## src/servo_cmd_pkg.sv

```systemverilog
package servo_cmd_pkg;
  // register byte offsets
  localparam logic [7:0] OFS_MODE    = 8'h00;
  localparam logic [7:0] OFS_FN_LO   = 8'h04;
  localparam logic [7:0] OFS_FN_HI   = 8'h08;
  localparam logic [7:0] OFS_SPEED_SELECT_BIT1    = 8'h0C;
  localparam logic [7:0] OFS_SPD2    = 8'h10;
  localparam logic [7:0] OFS_SPD3    = 8'h14;
  localparam logic [7:0] OFS_STATUS  = 8'h18;
  localparam logic [7:0] OFS_IRQ_ST  = 8'h1C;
  localparam logic [7:0] OFS_IRQ_MSK = 8'h20;
  localparam logic [7:0] OFS_RESTART = 8'h24;
  localparam logic [1:0] POS_WIN     = 2'h1;
  // input function codes
  localparam logic [7:0] FN_NONE   = 8'h00;
  localparam logic [7:0] FN_ENABLE = 8'h65;
  localparam logic [7:0] FN_ALARM_RESET_IN   = 8'h66;
  localparam logic [7:0] FN_TRIG   = 8'h6C;
  localparam logic [7:0] FN_TORQUE = 8'h6D;
  localparam logic [7:0] FN_POSITION_SELECT_BIT0   = 8'h6F;
  localparam logic [7:0] FN_POSITION_SELECT_BIT1   = 8'h70;
  localparam logic [7:0] FN_POSITION_SELECT_BIT2   = 8'h71;
  localparam logic [7:0] FN_SPEED_SELECT_BIT0   = 8'h72;
  localparam logic [7:0] FN_SPEED_SELECT_BIT1   = 8'h73;
  localparam logic [7:0] FN_OPST   = 8'h15;
  localparam logic [7:0] FN_REV    = 8'h16;
  localparam logic [7:0] FN_FWD    = 8'h17;
  // reset values
  localparam logic [31:0] FN_LO_RST = 32'h7372_6D65;
  localparam logic [31:0] FN_HI_RST = 32'h1517_1666;
  localparam logic [1:0]  MODE_RST  = 2'h2;
  localparam logic [16:0] SPD_MAX   = 17'h0_EA60;
  // status and irq field positions
  localparam int unsigned ST_EN    = 2;
  localparam int unsigned ST_ALM   = 3;
  localparam int unsigned ST_IDX   = 6;
  localparam int unsigned IRQ_TRIG = 3;
  localparam logic [1:0]  RESP_OK  = 2'h0;
  localparam logic [1:0]  RESP_ERR = 2'h2;

  typedef enum logic [1:0] {
    MODE_POS = 2'b01,
    MODE_SPD = 2'b10
  } mode_e;

  typedef struct packed {
    logic [31:0] attr;
    logic [31:0] target;
  } pos_cmd_s;

  typedef struct packed {
    logic stop;
    logic fwd;
    logic rev;
  } alarm_s;
endpackage : servo_cmd_pkg

```

## src/servo_input_command_select.sv

```systemverilog
// The implementer's own choices: register access over AXI4-Lite and the register addresses.
`timescale 1ns/1ps
// Contract
// setting 02 selects speed mode
// setting 01 selects position mode
// new mode applies only after restart
// enable input function 101 powers stage
// dropping enable stops drive
// function code 0 does nothing
// inputs 6,7,8 default reverse, forward, stop
// default limit/stop assignments raise alarms
// restart or alarm reset 102 clears
// speed select codes 114 and 115
// both off selects analog reference
// codes 01,10,11 pick stored speeds
// stored speeds clamp to plus-minus 60000
// stored speed unit is 0.1 rpm
// three select bits pick eight targets
// controller assigns 113 for third bit
// stored targets are absolute positions
// trigger rising edge latches selected target
module servo_input_command_select
  import servo_cmd_pkg::*;
(
  // clock and reset
  input  wire logic               core_clk,
  input  wire logic               reset,
  // axi4-lite write
  input  wire logic [7:0]         s_axi_awaddr,
  input  wire logic               s_axi_awvalid,
  output logic                    s_axi_awready,
  input  wire logic [31:0]        s_axi_wdata,
  input  wire logic [3:0]         s_axi_wstrb,
  input  wire logic               s_axi_wvalid,
  output logic                    s_axi_wready,
  output logic [1:0]              s_axi_bresp,
  output logic                    s_axi_bvalid,
  input  wire logic               s_axi_bready,
  // axi4-lite read
  input  wire logic [7:0]         s_axi_araddr,
  input  wire logic               s_axi_arvalid,
  output logic                    s_axi_arready,
  output logic [31:0]             s_axi_rdata,
  output logic [1:0]              s_axi_rresp,
  output logic                    s_axi_rvalid,
  input  wire logic               s_axi_rready,
  // digital inputs, bit 0 is input_one
  input  wire logic [7:0]         din,
  // drive outputs
  output logic                    power_stage_en,
  output logic                    torque_limit_en,
  output logic                    analog_speed_choice,
  output logic signed [16:0]      speed_cmd,
  output pos_cmd_s                pos_cmd,
  output logic                    pos_start,
  output alarm_s                  alarm,
  output logic                    irq
);

  // true when any input carrying this function is on
  function automatic logic fn_hit(logic [63:0] f, logic [7:0] d,
                                  logic [7:0] c);
    fn_hit = 1'b0;
    for (int i = 0; i < 8; i++)
      if (c != FN_NONE && f[i*8 +: 8] == c && d[i])
        fn_hit = 1'b1;
  endfunction : fn_hit

  // true when some input carries this function
  function automatic logic fn_used(logic [63:0] f, logic [7:0] c);
    fn_used = 1'b0;
    for (int i = 0; i < 8; i++)
      if (f[i*8 +: 8] == c)
        fn_used = 1'b1;
  endfunction : fn_used

  // byte-lane merge for partial writes
  function automatic logic [31:0] merge(logic [31:0] o, logic [31:0] n,
                                        logic [3:0] s);
    for (int b = 0; b < 4; b++)
      merge[b*8 +: 8] = s[b] ? n[b*8 +: 8] : o[b*8 +: 8];
  endfunction : merge

  // saturate a written speed into the legal window
  function automatic logic [16:0] clamp(logic [31:0] v);
    if ($signed(v) > $signed({15'h0, SPD_MAX}))
      clamp = SPD_MAX;
    else if ($signed(v) < -$signed({15'h0, SPD_MAX}))
      clamp = 17'(-$signed({15'h0, SPD_MAX}));
    else
      clamp = v[16:0];
  endfunction : clamp

  logic [1:0]         mode_set_q;
  mode_e              mode_q;
  logic               boot_q;
  logic [63:0]        fn_q;
  logic [2:0][16:0]   spd_q;
  logic [31:0]        pos_mem [16];
  logic [3:0]         irq_st_q;
  logic [3:0]         irq_msk_q;
  logic               trig_q;
  logic               alarm_reset_in_q;
  logic [2:0]         pos_idx_q;
  logic               wr_en;
  logic               rd_en;
  logic               load;
  logic               restart;
  logic               en_in;
  logic               trig_rise;
  logic               alm_clr;
  logic [2:0]         alm_cond;
  logic [1:0]         spd_sel;
  logic [2:0]         pos_sel;
  logic [31:0]        rd_word;
  logic               rd_ok;

  assign wr_en     = s_axi_awready;
  assign rd_en     = s_axi_arready;
  assign restart   = wr_en && s_axi_awaddr == OFS_RESTART
                     && s_axi_wstrb[0] && s_axi_wdata[0];
  assign load      = !boot_q || restart; // boot edge acts as power-up
  assign en_in     = fn_hit(fn_q, din, FN_ENABLE);
  assign trig_rise = fn_hit(fn_q, din, FN_TRIG) && !trig_q;
  assign alm_clr   = (fn_hit(fn_q, din, FN_ALARM_RESET_IN) && !alarm_reset_in_q)
                     || restart;
  assign spd_sel   = {fn_hit(fn_q, din, FN_SPEED_SELECT_BIT1),
                      fn_hit(fn_q, din, FN_SPEED_SELECT_BIT0)};
  // third bit only works once some input is given 113
  assign pos_sel   = {fn_hit(fn_q, din, FN_POSITION_SELECT_BIT2),
                      fn_hit(fn_q, din, FN_POSITION_SELECT_BIT1),
                      fn_hit(fn_q, din, FN_POSITION_SELECT_BIT0)};
  // an assigned limit or stop input that is off trips
  assign alm_cond  = {fn_used(fn_q, FN_OPST) && !fn_hit(fn_q, din, FN_OPST),
                      fn_used(fn_q, FN_FWD) && !fn_hit(fn_q, din, FN_FWD),
                      fn_used(fn_q, FN_REV) && !fn_hit(fn_q, din, FN_REV)};

  // write address and data taken together, one at a time
  always_ff @(posedge core_clk or posedge reset)
    if (reset)
    begin
      s_axi_awready <= 1'b0;
      s_axi_wready  <= 1'b0;
      s_axi_bvalid  <= 1'b0;
      s_axi_bresp   <= RESP_OK;
    end
    else
    begin
      s_axi_awready <= s_axi_awvalid && s_axi_wvalid && !s_axi_bvalid
                       && !s_axi_awready;
      s_axi_wready  <= s_axi_awvalid && s_axi_wvalid && !s_axi_bvalid
                       && !s_axi_awready;
      if (wr_en)
      begin
        s_axi_bvalid <= 1'b1;
        s_axi_bresp  <= (s_axi_awaddr[7:6] == POS_WIN
                        || s_axi_awaddr <= OFS_RESTART)
                        && s_axi_awaddr[1:0] == 2'h0 ? RESP_OK : RESP_ERR;
      end
      else if (s_axi_bready)
        s_axi_bvalid <= 1'b0;
    end

  // read decode
  always_comb
  begin
    rd_word = 32'h0000_0000;
    rd_ok   = s_axi_araddr[1:0] == 2'h0;
    if (s_axi_araddr[7:6] == POS_WIN)
      rd_word = pos_mem[s_axi_araddr[5:2]];
    else
      unique case (s_axi_araddr)
        OFS_MODE:    rd_word = {30'h0, mode_set_q};
        OFS_FN_LO:   rd_word = fn_q[31:0];
        OFS_FN_HI:   rd_word = fn_q[63:32];
        OFS_SPEED_SELECT_BIT1:    rd_word = 32'(signed'(spd_q[0]));
        OFS_SPD2:    rd_word = 32'(signed'(spd_q[1]));
        OFS_SPD3:    rd_word = 32'(signed'(spd_q[2]));
        OFS_STATUS:  rd_word = {23'h0, pos_idx_q, alarm,
                                power_stage_en, mode_q};
        OFS_IRQ_ST:  rd_word = {28'h0, irq_st_q};
        OFS_IRQ_MSK: rd_word = {28'h0, irq_msk_q};
        OFS_RESTART: rd_word = 32'h0000_0000;
        default:     rd_ok = 1'b0;
      endcase
  end

  // read channel, answer one cycle after the address is taken
  always_ff @(posedge core_clk or posedge reset)
    if (reset)
    begin
      s_axi_arready <= 1'b0;
      s_axi_rvalid  <= 1'b0;
      s_axi_rdata   <= 32'h0000_0000;
      s_axi_rresp   <= RESP_OK;
    end
    else
    begin
      s_axi_arready <= s_axi_arvalid && !s_axi_arready && !s_axi_rvalid;
      if (rd_en)
      begin
        s_axi_rvalid <= 1'b1;
        s_axi_rdata  <= rd_ok ? rd_word : 32'h0000_0000;
        s_axi_rresp  <= rd_ok ? RESP_OK : RESP_ERR;
      end
      else if (s_axi_rready)
        s_axi_rvalid <= 1'b0;
    end

  // configuration registers
  always_ff @(posedge core_clk or posedge reset)
    if (reset)
    begin
      mode_set_q <= MODE_RST;
      fn_q       <= {FN_HI_RST, FN_LO_RST};
      spd_q      <= '0;
      irq_msk_q  <= 4'h0;
    end
    else if (wr_en)
      unique case (s_axi_awaddr)
        OFS_MODE:    mode_set_q <= 2'(merge({30'h0, mode_set_q},
                                         s_axi_wdata, s_axi_wstrb));
        OFS_FN_LO:   fn_q[31:0] <= merge(fn_q[31:0], s_axi_wdata,
                                         s_axi_wstrb);
        OFS_FN_HI:   fn_q[63:32] <= merge(fn_q[63:32], s_axi_wdata,
                                          s_axi_wstrb);
        OFS_SPEED_SELECT_BIT1:    spd_q[0] <= clamp(merge(32'(signed'(spd_q[0])),
                                       s_axi_wdata, s_axi_wstrb));
        OFS_SPD2:    spd_q[1] <= clamp(merge(32'(signed'(spd_q[1])),
                                       s_axi_wdata, s_axi_wstrb));
        OFS_SPD3:    spd_q[2] <= clamp(merge(32'(signed'(spd_q[2])),
                                       s_axi_wdata, s_axi_wstrb));
        OFS_IRQ_MSK: irq_msk_q <= 4'(merge({28'h0, irq_msk_q},
                                        s_axi_wdata, s_axi_wstrb));
        default:     ;
      endcase

  // position table holds no reset, software fills it before use
  always_ff @(posedge core_clk)
    if (wr_en && s_axi_awaddr[7:6] == POS_WIN && s_axi_awaddr[1:0] == 2'h0)
      pos_mem[s_axi_awaddr[5:2]] <= merge(pos_mem[s_axi_awaddr[5:2]],
                                          s_axi_wdata, s_axi_wstrb);

  // active mode follows the setting only on restart
  always_ff @(posedge core_clk or posedge reset)
    if (reset)
    begin
      boot_q <= 1'b0;
      mode_q <= MODE_SPD;
    end
    else
    begin
      boot_q <= 1'b1;
      if (load && (mode_set_q == MODE_SPD || mode_set_q == MODE_POS))
        mode_q <= mode_e'(mode_set_q);
    end

  // alarms are sticky; a fresh trip beats the clear
  always_ff @(posedge core_clk or posedge reset)
    if (reset)
    begin
      alarm  <= '0;
      alarm_reset_in_q <= 1'b0;
    end
    else
    begin
      alarm_reset_in_q <= fn_hit(fn_q, din, FN_ALARM_RESET_IN);
      alarm  <= (alarm & ~{3{alm_clr}}) | alm_cond;
    end

  // power stage and speed reference
  always_ff @(posedge core_clk or posedge reset)
    if (reset)
    begin
      power_stage_en      <= 1'b0;
      torque_limit_en     <= 1'b0;
      analog_speed_choice <= 1'b0;
      speed_cmd           <= '0;
    end
    else
    begin
      // any alarm also holds the stage off
      power_stage_en  <= en_in && alm_cond == 3'h0
                         && alarm == 3'h0;
      torque_limit_en <= fn_hit(fn_q, din, FN_TORQUE);
      analog_speed_choice <= mode_q == MODE_SPD
                             && spd_sel == 2'b00;
      if (mode_q == MODE_SPD && spd_sel != 2'b00)
        speed_cmd <= spd_q[spd_sel - 2'd1];
      else
        speed_cmd <= '0;
    end

  // position command latch on trigger edge
  always_ff @(posedge core_clk or posedge reset)
    if (reset)
    begin
      trig_q    <= 1'b0;
      pos_start <= 1'b0;
      pos_idx_q <= 3'h0;
      pos_cmd   <= '0;
    end
    else
    begin
      trig_q    <= fn_hit(fn_q, din, FN_TRIG);
      pos_start <= 1'b0;
      if (trig_rise && mode_q == MODE_POS && en_in)
      begin
        pos_start <= 1'b1;
        pos_idx_q <= pos_sel;
        pos_cmd   <= {pos_mem[{pos_sel, 1'b0}],
                      pos_mem[{pos_sel, 1'b1}]};
      end
    end

  // interrupt status clears on read; a new event wins
  always_ff @(posedge core_clk or posedge reset)
    if (reset)
    begin
      irq_st_q <= 4'h0;
      irq      <= 1'b0;
    end
    else
    begin
      irq_st_q <= (irq_st_q & ~{4{rd_en && s_axi_araddr == OFS_IRQ_ST}})
                  | {trig_rise && mode_q == MODE_POS && en_in,
                     alm_cond & ~alarm};
      irq      <= |(irq_st_q & irq_msk_q);
    end
endmodule : servo_input_command_select

```

## config.mk

```make
export PLATFORM = sky130hd
export DESIGN_NAME = servo_input_command_select
export DESIGN_NICKNAME = d
export VERILOG_FILES = /design/src/servo_cmd_pkg.sv /design/src/servo_input_command_select.sv
export SDC_FILE = /design/constraint.sdc
export NUM_CORES = 2
export LEC_CHECK = 0
export BUFFER_PORTS_ARGS = -buffer_cell sky130_fd_sc_hd__buf_2
export CAP_MARGIN = 30
export CORE_MARGIN = 5
export CORE_UTILIZATION = 65
export CTS_BUF_LIST = sky130_fd_sc_hd__clkbuf_8
export DETAILED_ROUTE_END_ITERATION = 7
export GPL_TIMING_DRIVEN = 0
export PLACE_DENSITY = 0.84
export SETUP_SLACK_MARGIN = 0.02
export SYNTH_ARGS = -nofsm -noshare
export SYNTH_HDL_FRONTEND = slang
export SYNTH_SLANG_ARGS = --single-unit
```

## constraint.sdc

```tcl
create_clock -name core_clk -period 18.3 [get_ports core_clk]
set_input_delay 3.66 -clock core_clk [delete_from_list [all_inputs] [get_ports core_clk]]
set_output_delay 3.66 -clock core_clk [all_outputs]
set_load 0.01 [all_outputs]
```

After elaboration in Yosys (flattened, before gate mapping)

Memories as Yosys holds them, arrays and structs flattened. A register that Yosys moved wholly into a read port is not among the register bits.
Index checks and enable logic that the tools add are counted.

Bits in registers: 198
Memories: 1
Logic and storage cells: 498
Input port bits: 67
Bits in writable memories: 512

Reductions and logical operators: 163
Equality and inequality tests: 122
Mux-type cells: 159
$add $sub $neg: 1
Bitwise gates (word level): 9
Magnitude comparators: 8

Memories:

| name    | words | width | read ports | clocked after memory_dff | wr ports | line                             | source |
|---|---|---|---|---|---|---|---|
| pos_mem | 16    | 32    | 3          | 2                        | 1        | servo_input_command_select.sv:99 | `logic [31:0] pos_mem [16];` |

Operator list:

| kind                                                            | count |
|---|---|
| == test 8 x 7 -> 1 bit, second input constant                   | 72 |
| one-hot mux 32 bit (9 select lines)                             | 1 |
| == test 8 x 5 -> 1 bit, second input constant                   | 30 |
| 2-to-1 mux 17 bit                                               | 8 |
| 2-to-1 mux 1 bit                                                | 129 |
| 2-to-1 mux 8 bit                                                | 16 |
| logical AND 1 bit                                               | 120 |
| greater-than comparator 32 x 17 -> 1 bit, second input constant | 3 |
| less-than comparator 32 x 17 -> 1 bit, second input constant    | 3 |
| 2-to-1 mux 32 bit                                               | 2 |
| binary-select mux 17 bit (select 2 bit)                         | 1 |
| == test 8 x 4 -> 1 bit, second input constant                   | 4 |
| == test 8 x 6 -> 1 bit, second input constant                   | 4 |
| AND reduction 3 bit                                             | 10 |
| == test 8 x 3 -> 1 bit, second input constant                   | 2 |
| logical NOT 8 bit                                               | 2 |
| AND reduction 2 bit                                             | 7 |
| logical NOT 1 bit                                               | 10 |
| OR reduction 10 bit                                             | 1 |
| bitwise AND 4 bit                                               | 2 |
| == test 2 x 1 -> 1 bit, second input constant                   | 4 |
| less-or-equal comparator 8 x 6 -> 1 bit, second input constant  | 1 |
| bitwise AND 3 bit                                               | 2 |
| logical NOT 2 bit                                               | 3 |
| other kinds (13)                                                | 25 |

Logic depth before layout (Yosys ltp)

Word-level depth: 15
Depth in mapped cells: 12
Mapped depth without buffers: 9

Worst setup path before layout

Ideal clock, no wire load.

Path type: input-to-reg
Start: input port din[7]
End: register speed_cmd[10]
Buffers on the path: 3
Library setup time: 72 ps
Stages on the path: 11
Path slack: 12235 ps
Arrival time: 5992 ps
Cell sequence: nand3_1 > or4_4 > o2111ai_1 > nor3_2 > buf_2 > ha_1 > buf_1 > nor2_1 > buf_2 > a22oi_1 > nor2_1

Word-level cells in the longest chain between the ends: 6
Elaborated cells on any way between the ends: 10

Ends and longest elaborated chain:

| item                                    | line                              | source |
|---|---|---|
| start: declaration                      | servo_input_command_select.sv:48  | `input wire logic [7:0] din,` |
| logical AND 1 bit                       | servo_input_command_select.sv:65  | `if (c != FN_NONE && f[i*8 +: 8] == c && d[i])` |
| 2-to-1 mux 1 bit                        | servo_input_command_select.sv:65  |  |
| subtractor 2 x 1 -> 2 bit               | servo_input_command_select.sv:289 | `speed_cmd <= spd_q[spd_sel - 2'd1];` |
| binary-select mux 17 bit (select 2 bit) | servo_input_command_select.sv:289 |  |
| 2-to-1 mux 17 bit (not written as such) | servo_input_command_select.sv:289 |  |
| 2-to-1 mux 17 bit (*)                   | servo_input_command_select.sv:288 | `if (mode_q == MODE_SPD && spd_sel != 2'b00)` |
| end signal: assignment                  | servo_input_command_select.sv:289 |  |
| end: declaration                        | servo_input_command_select.sv:53  | `output logic signed [16:0] speed_cmd,` |

Every way passes the cells marked *; elsewhere a longest branch is shown, timed or not. The select of a mux whose other input is x is not followed.
A chain may end at the register's enable or synchronous reset.

Final worst setup path

Start: input port s_axi_araddr[3]
End: register s_axi_rdata[16]

Word-level cells in the longest chain between the ends: 5
Elaborated cells on any way between the ends: 17

Ends and longest elaborated chain:

| item                                                 | line                              | source |
|---|---|---|
| start: declaration                                   | servo_input_command_select.sv:40  | `input wire logic [7:0] s_axi_araddr,` |
| == test 8 x 5 -> 1 bit, or another cell as far along | servo_input_command_select.sv:172 | `unique case (s_axi_araddr)` |
| OR reduction 10 bit (no source line)                 | --                                |  |
| 2-to-1 mux 1 bit                                     | servo_input_command_select.sv:172 |  |
| 2-to-1 mux 1 bit                                     | servo_input_command_select.sv:169 | `if (s_axi_araddr[7:6] == POS_WIN)` |
| 2-to-1 mux 32 bit (*)                                | servo_input_command_select.sv:203 | `s_axi_rdata <= rd_ok ? rd_word : 32'h0000_0000;` |
| end signal: assignment                               | servo_input_command_select.sv:203 |  |
| end: declaration                                     | servo_input_command_select.sv:43  | `output logic [31:0] s_axi_rdata,` |

Every way passes the cells marked *; elsewhere a longest branch is shown, timed or not.

==> summary.txt <==
Power and ir drop
  – Pwr Total: about 0.0038 W
  – Power per cell area: roughly 87 nW/um2
  – Leak pwr: approximately 16 nW
  – Max IR drop VDD: around 120 uV

Synthesis
  – Top post-synthesis cells by area: edfxtp_1, dfrtp_1, mux4_2, mux2i_1, mux2_2
  – Post-synthesis sequential area ratio: 57.48%
  – Syn Area/Cell: roughly 14 um2
  – Synth area leader: edfxtp_1
  – Most used DFF post-synth: edfxtp_1
  – Unique cell type count in the Yosys netlist: a little under 100
  – Asr flop ratio synth: between 30% and 40%
  – Cell area after synthesis: around 38000 um2
  – Post-synth EDFFs: between 500 and 600
  – Post-synth top area share: just over 40%
  – #FFs+latches synth: 772
  – Syn Inst Count: between 2000 and 3000
  – Synth warn: 0

Clock tree
  – CTS Buf Count: about 120
  – Root buf cell: clkbuf_8
  – Post-CTS Setup Repair Bufs: 0
  – CTS tree: built
  – Post-CTS sizing: 0
  – Skew-Pair Late Insertion Delay: 0.79 ns
  – Clk slew on worst S/H paths: 0.06 ns
  – CTS Hold Buffers Added: 0
  – H-tree Lvls: 3
  – Clock Sinks: around 770
  – Max Root-Sink Buffers: 3

Placement
  – Buffers on Ports: about 190
  – GPL Wtd Cong: ~1.1
  – DP Area: between 40000 and 50000 um2
  – Dpl hpwl: between 100000 and 150000 um

Floorplan
  – Initial Utilization: 65.86%
  – Cell row count: between 80 and 90
  – Core Area: just under 60000 um2
  – Die width: approximately 250 um
  – # IOs: just under 200
  – Die Ht: ~250 um
  – Die ar.: approximately 64000 um2

STA
  – Setup violators final: 0
  – Max frequency: 148.8 MHz
  – RSZ-0062 raised after global routing: false
  – Crit path time final: between 6 and 7 ns
  – Period utilization: 36.72%
  – Slew @ Worst Pin: 1.177 ns
  – Min Hold Slack: approximately 0.46 ns
  – Slew Viols, Final: 0
  – Slew HR: approximately a fifth
  – Clk_skew: ~0.057 ns
  – Fin. Hold Viols: 0
  – Fin Setup TNS: 0 ns

Critical path
  – Req. time, crit path: 18.90 ns
  – Worst EP arrival: approximately 7.3 ns
  – Crit path capture type: register
  – WS Path Type: input pin to register
  – R2R cell count: 11
  – CP max FO: 10
  – Startpoint Class: input pin

GRT
  – Initial antenna violation count: 7
  – Largest net degree at the start of global routing: ~110
  – First-pass GRT wire length: roughly 210000 um
  – Vias in the first global route: 30060
  – Gr ovfl total: 0
  – GRT Total Usage: around 45%

Min path
  – Hold Path Class: register to register
  – Hold Crit Depth: 1

Run status
  – Failing checks: DRC
  – Outcome: finished, violations left

Layout
  – Finished Cell Area: 43430 um2
  – Share of cells above drive strength 1: between 20 and 30%
  – Final Core Density: approximately three quarters
  – Area Growth Syn to Fin: 13.86%
  – Final nets: 3114

Drt
  – Starting DRC count in detailed routing: 5837
  – DRT antenna net count: 0
  – Number of remaining DRC errors: 1
  – Final WL: 147600 um
  – DR vias/cell: about 7.8
  – Initial DRT Pass Iterations: 8
  – DR WL/cell: 37.63 um
  – DR vias: between 30000 and 40000

Job
  – MaxCap Viol Count: 0
-- path summary, 6_finish.rpt --
check                                start               to  slack, ns
max                        s_axi_araddr[3]  s_axi_rdata[16]      11.58
min                           s_axi_bvalid     s_axi_wready       0.46
max reg2reg                        fn_q[0]    speed_cmd[13]      14.04
min reg2reg                   s_axi_bvalid     s_axi_wready       0.46
max in group asynchronous            reset        spd_q[31]      13.97
min in group asynchronous            reset      pos_cmd[23]       2.93
-- where the power goes --
part | leakage (nW) | switching [W] | total (W) | internal, W
Sequential | 8.01 | 0.0000149 | 0.00189 | 0.00188
Combinational | 6.70 | 0.000168 | 0.000250 | 0.0000820
Clock | 1.54 | 0.000738 | 0.00162 | 0.000886
-- routing by layer --
metal  global-route usage (%)  vias to the layer above  share of wire (%)  routed length [um]
met5                        0                        -              0.020                  29
met4                    27.25                        4                7.7               11340
met3                    15.91                      689                 16               23370
met2                    65.76                     3275                 43               63510
met1                    60.16                    14930                 33               49380
li1                         -                    11630                  -                   -
-- sequential cells by signal (all words and copies together), names as in the netlist, 4 cells and up --
register     count
irq_st_q         4
spd_q           51
irq_msk_q        4
pos_cmd         64
s_axi_rdata     32
pos_mem        512
fn_q            64
speed_cmd       17
-- critical path, stage by stage --
cell	delay, ns
buf_2	0.18
buf_2	0.49
buf_2	0.51
buf_1	0.86
mux4_2	0.46
mux4_2	0.58
o21ai_0	0.43
o31ai_1	0.13
-- synthesized netlist by cell type, types with 10 or more instances --
cell type,n
nand4_1,17
a31oi_1,16
buf_1,19
edfxtp_1,512
nor2_1,138
inv_1,37
clkbuf_1,82
nand2b_1,25
nand2_1,119
a221o_1,74
nand3_1,44
or3_1,10
mux2_2,91
a22o_1,15
buf_6,14
a21o_1,17
and3_1,13
buf_4,23
a21boi_0,68
a221oi_1,28
mux4_2,163
o22ai_1,32
o31ai_1,25
o21ai_0,48
nor2b_1,21
dfstp_2,34
nor3b_1,14
a22oi_1,33
buf_2,57
nand3b_1,10
a21oi_1,39
a211oi_1,120
a211oi_2,14
nor3_1,31
a32o_1,10
mux2i_1,268
dfrtp_1,226
-- cells by family after synthesis --
group	share of synthesized area, %
simple gates	7.171
other cells	0.01969
fa+ha+maj	0.05905
mux	19.37
buf+inv	2.972
flops	57.48
compound gates	12.92
-- placed cells by master, fill, tap and decap left out, drive strengths merged, types with 18 or more instances in the layout --
| master | n |
|---|---|
| a211oi | 134 |
| a21boi | 68 |
| a21oi | 39 |
| a221o | 74 |
| a221oi | 30 |
| a22oi | 33 |
| buf | 364 |
| clkbuf | 219 |
| clkinv | 25 |
| dfrtp | 226 |
| dfstp | 34 |
| edfxtp | 512 |
| inv | 88 |
| mux2 | 92 |
| mux2i | 268 |
| mux4 | 163 |
| nand2 | 120 |
| nand2b | 25 |
| nand3 | 44 |
| nand4 | 18 |
| nor2 | 138 |
| nor2b | 21 |
| nor3 | 34 |
| o21ai | 51 |
| o22ai | 32 |
| o31ai | 26 |
-- stage by stage --
| step | instances | worst slack (ns) |
|---|---|---|
| final | 3923 | 11.58 |
| after global routing | 3923 | 11.61 |
| after CTS | 3908 | 11.76 |
| after detailed placement | 3677 | 10.92 |
| after global placement | 3627 | 4.429 |
| after floorplan | 2671 | 7.541 |
-- final cells by class --
class / count / area (um2)
inverter: 37 / 146.4
timing repair buffer: 252 / 1614
multi-input combinational: 1667 / 15090
clock buffer: 136 / 1872
tap: 765 / 957.2
antenna: 4 / 10.01
clock inverter: 95 / 820.8
fill: 3603 / 14490
sequential: 772 / 21920
buffer: 195 / 994.7
(Power assumes the default switching activity.)
